**src/sfe_pkg.sv**
```systemverilog
// package: offsets, field positions and types for the socket force/control block
package sfe_pkg;
  // register offsets within socket space
  localparam logic [7:0] SFE_OFF_INJECT = 8'h0C;
  localparam logic [7:0] SFE_OFF_CTRL = 8'h10;
  // reset values
  localparam logic [31:0] SFE_INJECT_RST = 32'h0000_0000;
  localparam logic [7:0] SFE_CTRL_RST = 8'h00;
  // injection field positions
  localparam int SFE_B_REINT = 14;
  localparam int SFE_B_VY = 13;
  localparam int SFE_B_VL = 10;
  localparam int SFE_B_BADV = 9;
  localparam int SFE_B_LOSS = 8;
  localparam int SFE_B_UNREC = 7;
  localparam int SFE_B_CB = 5;
  localparam int SFE_B_NARROW = 4;
  localparam int SFE_B_PWR = 3;
  localparam int SFE_B_CSTS = 0;
  // control field positions
  localparam int SFE_B_STOP = 7;
  localparam int SFE_B_VCC_HI = 6;
  localparam int SFE_B_VCC_LO = 4;
  localparam int SFE_B_VPP_HI = 2;
  localparam int SFE_B_VPP_LO = 0;
  localparam int SFE_B_CTRL_RSVD = 3;
  // vcc request codes
  localparam logic [2:0] SFE_VCC_OFF = 3'h0;
  localparam logic [2:0] SFE_VCC_HIGH = 3'h2;
  localparam logic [2:0] SFE_VCC_LOW = 3'h3;
  localparam logic [2:0] SFE_VCC_X = 3'h4;
  localparam logic [2:0] SFE_VCC_Y = 3'h5;
  // control writable mask: bits 7..4 and 2..0
  localparam logic [7:0] SFE_CTRL_WMASK = 8'hF7;
  // present-state fields driven by the injection register
  typedef struct packed {
    logic [3:0] volt_support;     // y, x, low, high
    logic invalid_voltage_request_flag;
    logic possible_data_loss_flag;
    logic unrecognized_card_flag;
    logic cardbus_detected_flag;
    logic narrow_card_detected_flag;
  } sfe_state_t;
  // event flags written through the injection register
  typedef struct packed {
    logic power_event_flag;
    logic detect_two_event_flag;
    logic detect_one_event_flag;
    logic status_change_event_flag;
  } sfe_event_t;
endpackage : sfe_pkg

```
**src/sfe_socket_regs.sv**
```systemverilog
// module: socket event injection and power/clock control registers
`timescale 1ns/100ps
`default_nettype none

module sfe_socket_regs (
  // clock, reset, enable
  input wire logic sys_clk,
  input wire logic rst_b,
  input wire logic clk_en,
  // register port
  input wire logic reg_wr,
  input wire logic reg_rd,
  input wire logic [7:0] reg_addr,
  input wire logic [31:0] reg_wdata,
  output logic [31:0] reg_rdata,
  // card interrogation handshake
  output logic interrogate_start,
  input wire logic interrogate_done,
  input wire sfe_pkg::sfe_state_t interrogate_result,
  // socket status to present-state and event logic
  output sfe_pkg::sfe_state_t present_state,
  output logic event_load,
  output sfe_pkg::sfe_event_t event_value,
  // socket power and clock policy
  output logic power_ctrl_enable,
  output logic [2:0] vcc_request,
  output logic [2:0] vpp_request,
  output logic vcc_request_allowed,
  input wire logic socket_idle,
  input wire logic host_clk_stopping,
  output logic card_clk_stop_allowed
);

  // ********************************
  // decode
  // ********************************
  logic wr_inject;
  logic wr_ctrl;
  logic [7:0] ctrl_r;
  logic busy_r;
  assign wr_inject = clk_en && reg_wr && (reg_addr == sfe_pkg::SFE_OFF_INJECT);
  assign wr_ctrl = clk_en && reg_wr && (reg_addr == sfe_pkg::SFE_OFF_CTRL);

  // ********************************
  // readback
  // ********************************
  // injection register holds no readable state, so it always reads zero
  always_ff @(posedge sys_clk or negedge rst_b) begin
    if (!rst_b) begin
      reg_rdata <= 32'h0000_0000;
    end else if (clk_en && reg_rd) begin
      if (reg_addr == sfe_pkg::SFE_OFF_CTRL) begin
        reg_rdata <= {24'h00_0000, ctrl_r};
      end else begin
        reg_rdata <= sfe_pkg::SFE_INJECT_RST;
      end
    end
  end

  // ********************************
  // present-state injection and interrogation
  // ********************************
  // injected writes take priority over a finishing probe in the same cycle
  always_ff @(posedge sys_clk or negedge rst_b) begin
    if (!rst_b) begin
      present_state <= '0;
      power_ctrl_enable <= 1'b1;
      interrogate_start <= 1'b0;
      busy_r <= 1'b0;
    end else if (clk_en) begin
      interrogate_start <= 1'b0;
      if (wr_inject) begin
        present_state.volt_support <= reg_wdata[sfe_pkg::SFE_B_VY:sfe_pkg::SFE_B_VL];
        present_state.invalid_voltage_request_flag <= reg_wdata[sfe_pkg::SFE_B_BADV];
        present_state.possible_data_loss_flag <= reg_wdata[sfe_pkg::SFE_B_LOSS];
        present_state.unrecognized_card_flag <= reg_wdata[sfe_pkg::SFE_B_UNREC];
        present_state.cardbus_detected_flag <= reg_wdata[sfe_pkg::SFE_B_CB];
        present_state.narrow_card_detected_flag <= reg_wdata[sfe_pkg::SFE_B_NARROW];
        if (reg_wdata[sfe_pkg::SFE_B_REINT]) begin
          interrogate_start <= 1'b1;
          busy_r <= 1'b1;
        end
        if (|reg_wdata[sfe_pkg::SFE_B_VY:sfe_pkg::SFE_B_VL]) begin
          power_ctrl_enable <= 1'b0;
        end
      end else if (busy_r && interrogate_done) begin
        present_state <= interrogate_result;
        power_ctrl_enable <= 1'b1;
        busy_r <= 1'b0;
      end
    end
  end

  // ********************************
  // event injection
  // ********************************
  // live status bits are not driven here, only event flags
  always_ff @(posedge sys_clk or negedge rst_b) begin
    if (!rst_b) begin
      event_load <= 1'b0;
      event_value <= '0;
    end else if (clk_en) begin
      event_load <= wr_inject;
      if (wr_inject) begin
        event_value <= reg_wdata[sfe_pkg::SFE_B_PWR:sfe_pkg::SFE_B_CSTS];
      end
    end
  end

  // ********************************
  // control register
  // ********************************
  always_ff @(posedge sys_clk or negedge rst_b) begin
    if (!rst_b) begin
      ctrl_r <= sfe_pkg::SFE_CTRL_RST;
    end else if (wr_ctrl) begin
      // masking here keeps the reserved bit at zero without a second store
      ctrl_r <= reg_wdata[sfe_pkg::SFE_B_STOP:sfe_pkg::SFE_B_VPP_LO] &
        sfe_pkg::SFE_CTRL_WMASK;
    end
  end

  // ********************************
  // voltage check and clock policy
  // ********************************
  // vcc codes: 0 off, 1 reserved, 2 high, 3 low, 4 x, 5 y
  logic allowed_nxt;
  always_comb begin
    allowed_nxt = 1'b0;
    case (ctrl_r[sfe_pkg::SFE_B_VCC_HI:sfe_pkg::SFE_B_VCC_LO])
      // power off is always a legal request
      sfe_pkg::SFE_VCC_OFF: allowed_nxt = 1'b1;
      sfe_pkg::SFE_VCC_HIGH: allowed_nxt = present_state.volt_support[0];
      sfe_pkg::SFE_VCC_LOW: allowed_nxt = present_state.volt_support[1];
      sfe_pkg::SFE_VCC_X: allowed_nxt = present_state.volt_support[2];
      sfe_pkg::SFE_VCC_Y: allowed_nxt = present_state.volt_support[3];
      // reserved codes are refused only for a cardbus card; other cards pass below
      default: allowed_nxt = 1'b0;
    endcase
    // 16-bit cards are checked elsewhere; only cardbus is gated here
    if (!present_state.cardbus_detected_flag) begin
      allowed_nxt = 1'b1;
    end
  end

  always_ff @(posedge sys_clk or negedge rst_b) begin
    if (!rst_b) begin
      vcc_request <= sfe_pkg::SFE_VCC_OFF;
      vpp_request <= sfe_pkg::SFE_VCC_OFF;
      vcc_request_allowed <= 1'b1;
      card_clk_stop_allowed <= 1'b0;
    end else if (clk_en) begin
      vcc_request_allowed <= allowed_nxt;
      // a refused request is turned into power off, never passed on
      vcc_request <= allowed_nxt ? ctrl_r[sfe_pkg::SFE_B_VCC_HI:sfe_pkg::SFE_B_VCC_LO] :
        sfe_pkg::SFE_VCC_OFF;
      vpp_request <= ctrl_r[sfe_pkg::SFE_B_VPP_HI:sfe_pkg::SFE_B_VPP_LO];
      card_clk_stop_allowed <= socket_idle &&
        (ctrl_r[sfe_pkg::SFE_B_STOP] || host_clk_stopping);
    end
  end

  // ********************************
  // assertions: register access
  // ********************************

  // injection word has no readable state
  a_inject_reads_zero: assert property (@(posedge sys_clk) disable iff (!rst_b)
    (clk_en && reg_rd && reg_addr == sfe_pkg::SFE_OFF_INJECT) |=> reg_rdata == 32'h0)
    else $error("injection register read nonzero");

  // control read shows the stored byte with upper bits zero
  a_ctrl_read_value: assert property (@(posedge sys_clk) disable iff (!rst_b)
    (clk_en && reg_rd && reg_addr == sfe_pkg::SFE_OFF_CTRL) |=>
      reg_rdata == {24'h00_0000, $past(ctrl_r)})
    else $error("control readback wrong");

  // only writable control bits take the written value
  a_ctrl_write_masked: assert property (@(posedge sys_clk) disable iff (!rst_b)
    wr_ctrl |=> ctrl_r == ($past(reg_wdata[sfe_pkg::SFE_B_STOP:sfe_pkg::SFE_B_VPP_LO]) &
      sfe_pkg::SFE_CTRL_WMASK))
    else $error("control write wrong");

  // reserved control bit never holds a one
  a_ctrl_reserved_zero: assert property (@(posedge sys_clk) disable iff (!rst_b)
    ctrl_r[sfe_pkg::SFE_B_CTRL_RSVD] == 1'b0)
    else $error("control reserved bit set");

  // ********************************
  // assertions: clock enable freeze
  // ********************************

  // socket status holds while frozen
  a_freeze_state_hold: assert property (@(posedge sys_clk) disable iff (!rst_b)
    !clk_en |=> $stable(present_state))
    else $error("state moved while frozen");

  // control byte holds while frozen
  a_freeze_ctrl_hold: assert property (@(posedge sys_clk) disable iff (!rst_b)
    !clk_en |=> $stable(ctrl_r))
    else $error("control moved while frozen");

  // read data holds while frozen
  a_freeze_rdata_hold: assert property (@(posedge sys_clk) disable iff (!rst_b)
    !clk_en |=> $stable(reg_rdata))
    else $error("read data moved while frozen");

  // ********************************
  // assertions: injection
  // ********************************

  // any forced voltage support bit cuts socket power control
  a_volt_disables_power: assert property (@(posedge sys_clk) disable iff (!rst_b)
    (wr_inject && |reg_wdata[sfe_pkg::SFE_B_VY:sfe_pkg::SFE_B_VL]) |=> !power_ctrl_enable)
    else $error("power control stayed on");

  // voltage support field follows the written bits
  a_volt_loaded: assert property (@(posedge sys_clk) disable iff (!rst_b)
    wr_inject |=> present_state.volt_support ==
      $past(reg_wdata[sfe_pkg::SFE_B_VY:sfe_pkg::SFE_B_VL]))
    else $error("voltage support wrong");

  // invalid voltage request flag follows its bit
  a_badv_loaded: assert property (@(posedge sys_clk) disable iff (!rst_b)
    wr_inject |=> present_state.invalid_voltage_request_flag ==
      $past(reg_wdata[sfe_pkg::SFE_B_BADV]))
    else $error("invalid voltage flag wrong");

  // data loss flag follows its bit
  a_loss_loaded: assert property (@(posedge sys_clk) disable iff (!rst_b)
    wr_inject |=> present_state.possible_data_loss_flag ==
      $past(reg_wdata[sfe_pkg::SFE_B_LOSS]))
    else $error("data loss flag wrong");

  // unrecognized card flag follows its bit
  a_unrec_loaded: assert property (@(posedge sys_clk) disable iff (!rst_b)
    wr_inject |=> present_state.unrecognized_card_flag ==
      $past(reg_wdata[sfe_pkg::SFE_B_UNREC]))
    else $error("unrecognized flag wrong");

  // cardbus detect flag follows its bit
  a_cb_loaded: assert property (@(posedge sys_clk) disable iff (!rst_b)
    wr_inject |=> present_state.cardbus_detected_flag == $past(reg_wdata[sfe_pkg::SFE_B_CB]))
    else $error("cardbus flag wrong");

  // narrow card detect flag follows its bit
  a_narrow_loaded: assert property (@(posedge sys_clk) disable iff (!rst_b)
    wr_inject |=> present_state.narrow_card_detected_flag ==
      $past(reg_wdata[sfe_pkg::SFE_B_NARROW]))
    else $error("narrow card flag wrong");

  // event flags leave with a load pulse
  a_event_loaded: assert property (@(posedge sys_clk) disable iff (!rst_b)
    wr_inject |=> event_load &&
      event_value == $past(reg_wdata[sfe_pkg::SFE_B_PWR:sfe_pkg::SFE_B_CSTS]))
    else $error("event value wrong");

  // no load pulse without an injection write
  a_event_one_cycle: assert property (@(posedge sys_clk) disable iff (!rst_b)
    (clk_en && !wr_inject) |=> !event_load)
    else $error("event load without write");

  // status only moves on a write or a finished probe
  a_state_holds_idle: assert property (@(posedge sys_clk) disable iff (!rst_b)
    (clk_en && !wr_inject && !busy_r) |=> $stable(present_state))
    else $error("state moved without cause");

  // ********************************
  // assertions: interrogation
  // ********************************

  // trigger bit launches a probe
  a_trigger_starts_probe: assert property (@(posedge sys_clk) disable iff (!rst_b)
    (wr_inject && reg_wdata[sfe_pkg::SFE_B_REINT]) |=> interrogate_start)
    else $error("interrogation not started");

  // trigger bit marks a probe in flight
  a_busy_set: assert property (@(posedge sys_clk) disable iff (!rst_b)
    (wr_inject && reg_wdata[sfe_pkg::SFE_B_REINT]) |=> busy_r)
    else $error("probe not marked busy");

  // start is a single-cycle pulse
  a_start_one_cycle: assert property (@(posedge sys_clk) disable iff (!rst_b)
    (clk_en && interrogate_start && !(wr_inject && reg_wdata[sfe_pkg::SFE_B_REINT])) |=>
      !interrogate_start)
    else $error("start pulse too long");

  // finished probe refreshes the socket status
  a_probe_loads_state: assert property (@(posedge sys_clk) disable iff (!rst_b)
    (clk_en && !wr_inject && busy_r && interrogate_done) |=>
      present_state == $past(interrogate_result))
    else $error("probe result not loaded");

  // finished probe gives power control back
  a_probe_reenables: assert property (@(posedge sys_clk) disable iff (!rst_b)
    (clk_en && !wr_inject && busy_r && interrogate_done) |=> power_ctrl_enable)
    else $error("power not reenabled");

  // ********************************
  // assertions: power and clock policy
  // ********************************

  // power off is always accepted
  a_vcc_off_allowed: assert property (@(posedge sys_clk) disable iff (!rst_b)
    (clk_en && ctrl_r[sfe_pkg::SFE_B_VCC_HI:sfe_pkg::SFE_B_VCC_LO] == sfe_pkg::SFE_VCC_OFF)
      |=> vcc_request_allowed && vcc_request == sfe_pkg::SFE_VCC_OFF)
    else $error("power off refused");

  // high voltage refused for a cardbus card without high support
  a_high_refused: assert property (@(posedge sys_clk) disable iff (!rst_b)
    (clk_en && present_state.cardbus_detected_flag && !present_state.volt_support[0] &&
      ctrl_r[sfe_pkg::SFE_B_VCC_HI:sfe_pkg::SFE_B_VCC_LO] == sfe_pkg::SFE_VCC_HIGH)
      |=> !vcc_request_allowed && vcc_request == sfe_pkg::SFE_VCC_OFF)
    else $error("high voltage not refused");

  // low voltage refused for a cardbus card without low support
  a_low_refused: assert property (@(posedge sys_clk) disable iff (!rst_b)
    (clk_en && present_state.cardbus_detected_flag && !present_state.volt_support[1] &&
      ctrl_r[sfe_pkg::SFE_B_VCC_HI:sfe_pkg::SFE_B_VCC_LO] == sfe_pkg::SFE_VCC_LOW)
      |=> !vcc_request_allowed && vcc_request == sfe_pkg::SFE_VCC_OFF)
    else $error("low voltage not refused");

  // programming voltage request passes straight through
  a_vpp_follows: assert property (@(posedge sys_clk) disable iff (!rst_b)
    clk_en |=> vpp_request == $past(ctrl_r[sfe_pkg::SFE_B_VPP_HI:sfe_pkg::SFE_B_VPP_LO]))
    else $error("vpp request wrong");

  // policy zero needs the host clock to be stopping too
  a_clk_stop_policy: assert property (@(posedge sys_clk) disable iff (!rst_b)
    (clk_en && !ctrl_r[sfe_pkg::SFE_B_STOP] && !host_clk_stopping) |=> !card_clk_stop_allowed)
    else $error("clock stop allowed wrongly");

  // policy one lets an idle socket stop its clock
  a_clk_stop_free: assert property (@(posedge sys_clk) disable iff (!rst_b)
    (clk_en && ctrl_r[sfe_pkg::SFE_B_STOP] && socket_idle) |=> card_clk_stop_allowed)
    else $error("clock stop not allowed");

  // a busy socket never stops its clock
  a_clk_stop_busy: assert property (@(posedge sys_clk) disable iff (!rst_b)
    (clk_en && !socket_idle) |=> !card_clk_stop_allowed)
    else $error("clock stop while busy");
endmodule : sfe_socket_regs

`default_nettype wire
```
**config.mk**
```make
export PLATFORM = sky130hd
export DESIGN_NAME = sfe_socket_regs
export DESIGN_NICKNAME = d
export VERILOG_FILES = /design/src/sfe_pkg.sv /design/src/sfe_socket_regs.sv
export SDC_FILE = /design/constraint.sdc
export NUM_CORES = 1
export LEC_CHECK = 0
export ABC_AREA = 0
export BUFFER_PORTS_ARGS = -buffer_cell sky130_fd_sc_hd__buf_2
export CAP_MARGIN = 10
export CORE_ASPECT_RATIO = 0.7
export CORE_UTILIZATION = 39
export DETAILED_ROUTE_END_ITERATION = 10
export PLACE_DENSITY = 0.79
export SLEW_MARGIN = 20
export SYNTH_ARGS = -nofsm -noshare
export SYNTH_HDL_FRONTEND = slang
export SYNTH_SLANG_ARGS = --single-unit
```
**constraint.sdc**
```tcl
create_clock -name sys_clk -period 1.27 [get_ports sys_clk]
set_input_delay 0.0635 -clock sys_clk [delete_from_list [all_inputs] [get_ports sys_clk]]
set_output_delay 0.0635 -clock sys_clk [all_outputs]
set_load 0.02 [all_outputs]
```
Yosys cells after proc, flatten, opt, wreduce, memory -nomap -nowiden
Cells that the tools add are included.
{ "totals": {"ff_bits": 64, "latch_bits": 0, "ram_bits": 0, "mem_bits_ro": 0, "input_bits": 57, "output_inout_bits": 56, "word_cells": 56, "memories": 0} }
{ "classes": {"addsub": 0, "multipliers": 0, "div_mod_pow": 0, "order_cmp": 0, "eq_ne": 8, "shifts": 0, "muxes": 14, "n_bitwise": 0, "n_reduce_logical": 14} }
{ "op_table": {"columns": ["op", "count"], "rows": [
  ["2-to-1 mux 9 bit", 2],
  ["2-to-1 mux 1 bit", 9],
  ["equality test 8 x 4 -> 1 bit, second input constant", 1],
  ["equality test 8 x 5 -> 1 bit, second input constant", 1],
  ["2-to-1 mux 8 bit", 1],
  ["equality test 3 x 2 -> 1 bit, second input constant", 2],
  ["equality test 3 bit, second input constant", 2],
  ["logical AND 1 bit", 6],
  ["AND reduction 3 bit", 2],
  ["case mux 1 bit (5 select lines)", 1],
  ["AND reduction 2 bit", 2],
  ["OR reduction 4 bit", 1],
  ["zero test 3 bit", 1],
  ["2-to-1 mux 3 bit", 1],
  ["!= test 2 x 1 -> 1 bit, second input constant", 1],
  ["!= test 2 bit, second input constant", 1],
  ["nonzero test 2 bit", 1],
  ["logical OR 1 bit", 1]
]} }

Depth between registers and ports, before layout
{ "logic_depth": {"ltp_word": 4, "mapped_depth": 5, "depth_no_buf": 4} }

Worst setup path after synthesis
No wires, ideal clock.
{ "synth_timing": {"path_kind": "in2reg", "startpoint": "input reg_addr[7]", "endpoint": "register ctrl_r[0]", "setup_time_ns": 0.125, "t_arrival_ns": 1.626, "required_time_ns": 1.145, "slack_ns": -0.481, "path_stages": 5, "n_path_buf": 1, "cell_sequence": "or4_4 nor4_4 and3_1 buf_6 mux2_2"} }
{ "synth_between": {"elab_chain_cells": 2} }
{ "synth_rtl": {"columns": ["element", "line", "source"], "rows": [
  ["from (decl)", "sfe_socket_regs.sv:13", "input wire logic [7:0] reg_addr,"],
  ["equality test 8 x 5 -> 1 bit", "sfe_socket_regs.sv:42", "assign wr_ctrl = clk_en && reg_wr && (reg_addr == sfe_pkg::SFE_OFF_CTRL);"],
  ["logical AND 1 bit", "sfe_socket_regs.sv:42", null],
  ["to (signal assigned)", "sfe_socket_regs.sv:115", "ctrl_r <= sfe_pkg::SFE_CTRL_RST;"],
  ["to (signal assigned)", "sfe_socket_regs.sv:118", "ctrl_r <= reg_wdata[sfe_pkg::SFE_B_STOP:sfe_pkg::SFE_B_VPP_LO] &"],
  ["to (decl)", "sfe_socket_regs.sv:39", "logic [7:0] ctrl_r;"]
]} }
No other way between the ends.
A chain may end at the register's enable or synchronous reset.

Worst setup path after layout
{ "layout_timing": {"startpoint": "input reg_addr[0]", "endpoint": "register ctrl_r[0]"} }
Same word-level chain as after synthesis.

==> metrics <==
clock root buffer clkbuf_8; Avg Cell Area, Syn 10.95 um^2; CP startpoint kind primary input; H-tree levels 2; fill count 379; total die area 5058 um^2; fin. max-slew vios 0; Most Crowded Layer GR met2; ratio of cells with drive above 1 in the final layout 0.4829; synthesis-stage register bit count 39; Util after Layout 0.5854; Hold Violations, Final 0; GR Layer Usage met2 0.3136; commonest cells after routing, fill and taps aside 68 x buf_2, 37 x dfrtp_1, 25 x conb_1; Non-Filler Instances 318; post-synth top area cell dfrtp_1; VDD IR max 0.4353 mV; # IOs 113; worst path required time 1.43 ns; worst hold margin 0.004033 ns; first-pass GRT wire length 7134 um; Sink Count 39; asr flop ratio synth 1.000; GP Congestion 0.7915; crit end category register; Tot GR Track Use 0.1892; met3 Use GR 0.05249; grt met1 use 0.2443; Post-synth EDFFs 0; commonest non-fill, non-tap cell in the layout buf_2; PnR worst setup slack -0.1134 ns; final wirelength 4388 um; max-cap viol count 0; Core Region 4454 um^2; TritonCTS buffer count 5; Tcrit/Tclk final 1.089; Initial Util 0.4180; Placed Cells 298; count of final setup violators 13; cell leakage power 0.001413 uW; vias in the first global route 1532; drt pass-1 iters 7; wire per inst 13.80 um; initial antenna violation count 0; prevailing post-synth register cell dfrtp_1; worst skew pair latency 0.28 ns; 1st-iter DRT viols 119; Final Instance Area 2608 um^2; Setup Skew 0.008109 ns; WS Path Type primary input to register; post-synthesis cell type count 30; TritonCTS clock tree yes; Clock transition at path regs 0.07 ns; Final HPWL DP 3149 um; Max clock buf depth 2; vias post-DR 1477; share of the synthesized area in the top cell type 0.4973; Max Freq 722.9 MHz; Min-Delay Path Class primary input to register; Post-route DRC 6; placed standard-cell area 2267 um^2; Post-Syn Area 1862 um^2; Synth area leaders dfrtp_1 50%, buf_4 10%, mux2_2 8.5%, nand2_1 5.6%, o21ai_0 5.4%; register area share after synthesis 0.5255; DRT antenna net count 0; pin count of the biggest net entering global routing 25; Arr. time, crit path 1.55 ns; # port buffers 70; Synth Instances 170; Tmin final 1.383 ns; final net count 319; unrepaired setup endpoints after global routing true; Via-to-Cell Ratio 4.645; global route overflow 0; Vert. Die Dim 59.81 um; Power Density 989.5 nW/um^2; Syn-to-layout area delta 40.05%; Yosys warning total 0; Ant. Diodes 0; run status finished with violations; Die W 84.58 um; failing checks design-rule violations, negative setup slack; CP max FO 7; # rows 20
## final cells by class
cell class              instances  area (um^2)  area share
flip-flops and latches         39        978.4      0.3752
multi-input cells             121        847.1      0.3249
repair buffers                 92        621.8      0.2385
clock buffers                   8        80.08     0.03071
well taps                      55        68.82     0.02639
inverters                       3        11.26    0.004319
## logic make-up (layout without fill, tap and decap cells)
family / Yosys count / in the layout / synth area share
other: 1 / 25 / 0.002014
buffers and inverters: 34 / 103 / 0.1237
AND/OR/NAND/NOR: 44 / 44 / 0.1257
multiplexers: 23 / 23 / 0.1331
AO/OA/AOI/OAI: 29 / 29 / 0.09006
flip-flops: 39 / 39 / 0.5255
## stage by stage
| stage | total power (uW) | setup TNS (ns) | setup WS, ns |
|---|---|---|---|
| final | 2580 | -1.164 | -0.1134 |
| after global routing | 2708 | -1.967 | -0.1370 |
| after CTS | 2597 | -0.9023 | -0.09424 |
| after detailed placement | 1780 | -10.03 | -0.5172 |
| after global placement | 1771 | -8.745 | -0.4650 |
| after floorplan | 1649 | -8.164 | -0.4810 |
## registers in the layout (all words and copies together) (netlist names), 3 cells and up
signal	count
ctrl_r	7
event_value	4
present_state	9
reg_rdata	7
vcc_request	3
vpp_request	3
## worst max-delay path, cell delays in order
cell and delay [ns]:
buf_6 0.09, or4_4 0.56, nor4_4 0.16, and3_1 0.20
buf_6 0.16, mux2_4 0.31
## timing repair
action / 4_1_cts / 5_1_grt
resized for setup: 16 / 29
hold endpoints to repair: 19 / 0
hold buffers: 7 / 0
setup endpoints to repair: 14 / 33
buffers inserted: 3 / 4
pin swaps: 4 / 4
gates cloned: 0 / 2
## where the power goes
group / internal (uW) / switching, uW / total [uW]
registers: 1310 / 42.5 / 1350
clock network: 390 / 394 / 784
logic: 173 / 272 / 445
total: 1870 / 709 / 2580
## layer usage
metal / routed length (um) / vias up
met4: 33 / 0
met1: 2083 / 705
met3: 282 / 5
li1: - / 712
met2: 1989 / 55
met5: 0 / -
## cells in the mapped netlist, types with 2 or more instances
| cell | count |
|---|---|
| o2bb2ai_1 | 2 |
| dfrtp_1 | 37 |
| dfstp_2 | 2 |
| nor4_4 | 2 |
| mux2_2 | 14 |
| a21oi_1 | 2 |
| mux2i_1 | 9 |
| buf_4 | 25 |
| nand3_1 | 3 |
| inv_1 | 3 |
| o21ai_0 | 20 |
| nand2b_1 | 3 |
| clkbuf_1 | 3 |
| nand2_1 | 28 |
| nor2_1 | 2 |
## worst paths after layout
path	startpoint	to	slack, ns	cells past startpoint
setup / recovery	reg_addr[0]	ctrl_r[0]$_DFFE_PN0P_	-0.11	6
hold / removal	reg_wdata[7]	present_state[2]$_DFFE_PN0P_	0.004	3
setup reg to reg	ctrl_r[5]$_DFFE_PN0P_	vcc_request_allowed$_DFFE_PN1P_	0.04	4
hold reg to reg	reg_rdata[0]$_DFFE_PN0P_	reg_rdata[0]$_DFFE_PN0P_	0.48	2
max in group asynchronous	rst_b	ctrl_r[4]$_DFFE_PN0P_	0.59	3
min in group asynchronous	rst_b	present_state[1]$_DFFE_PN0P_	0.23	2
No activity file was read; power rests on OpenSTA's default activity.
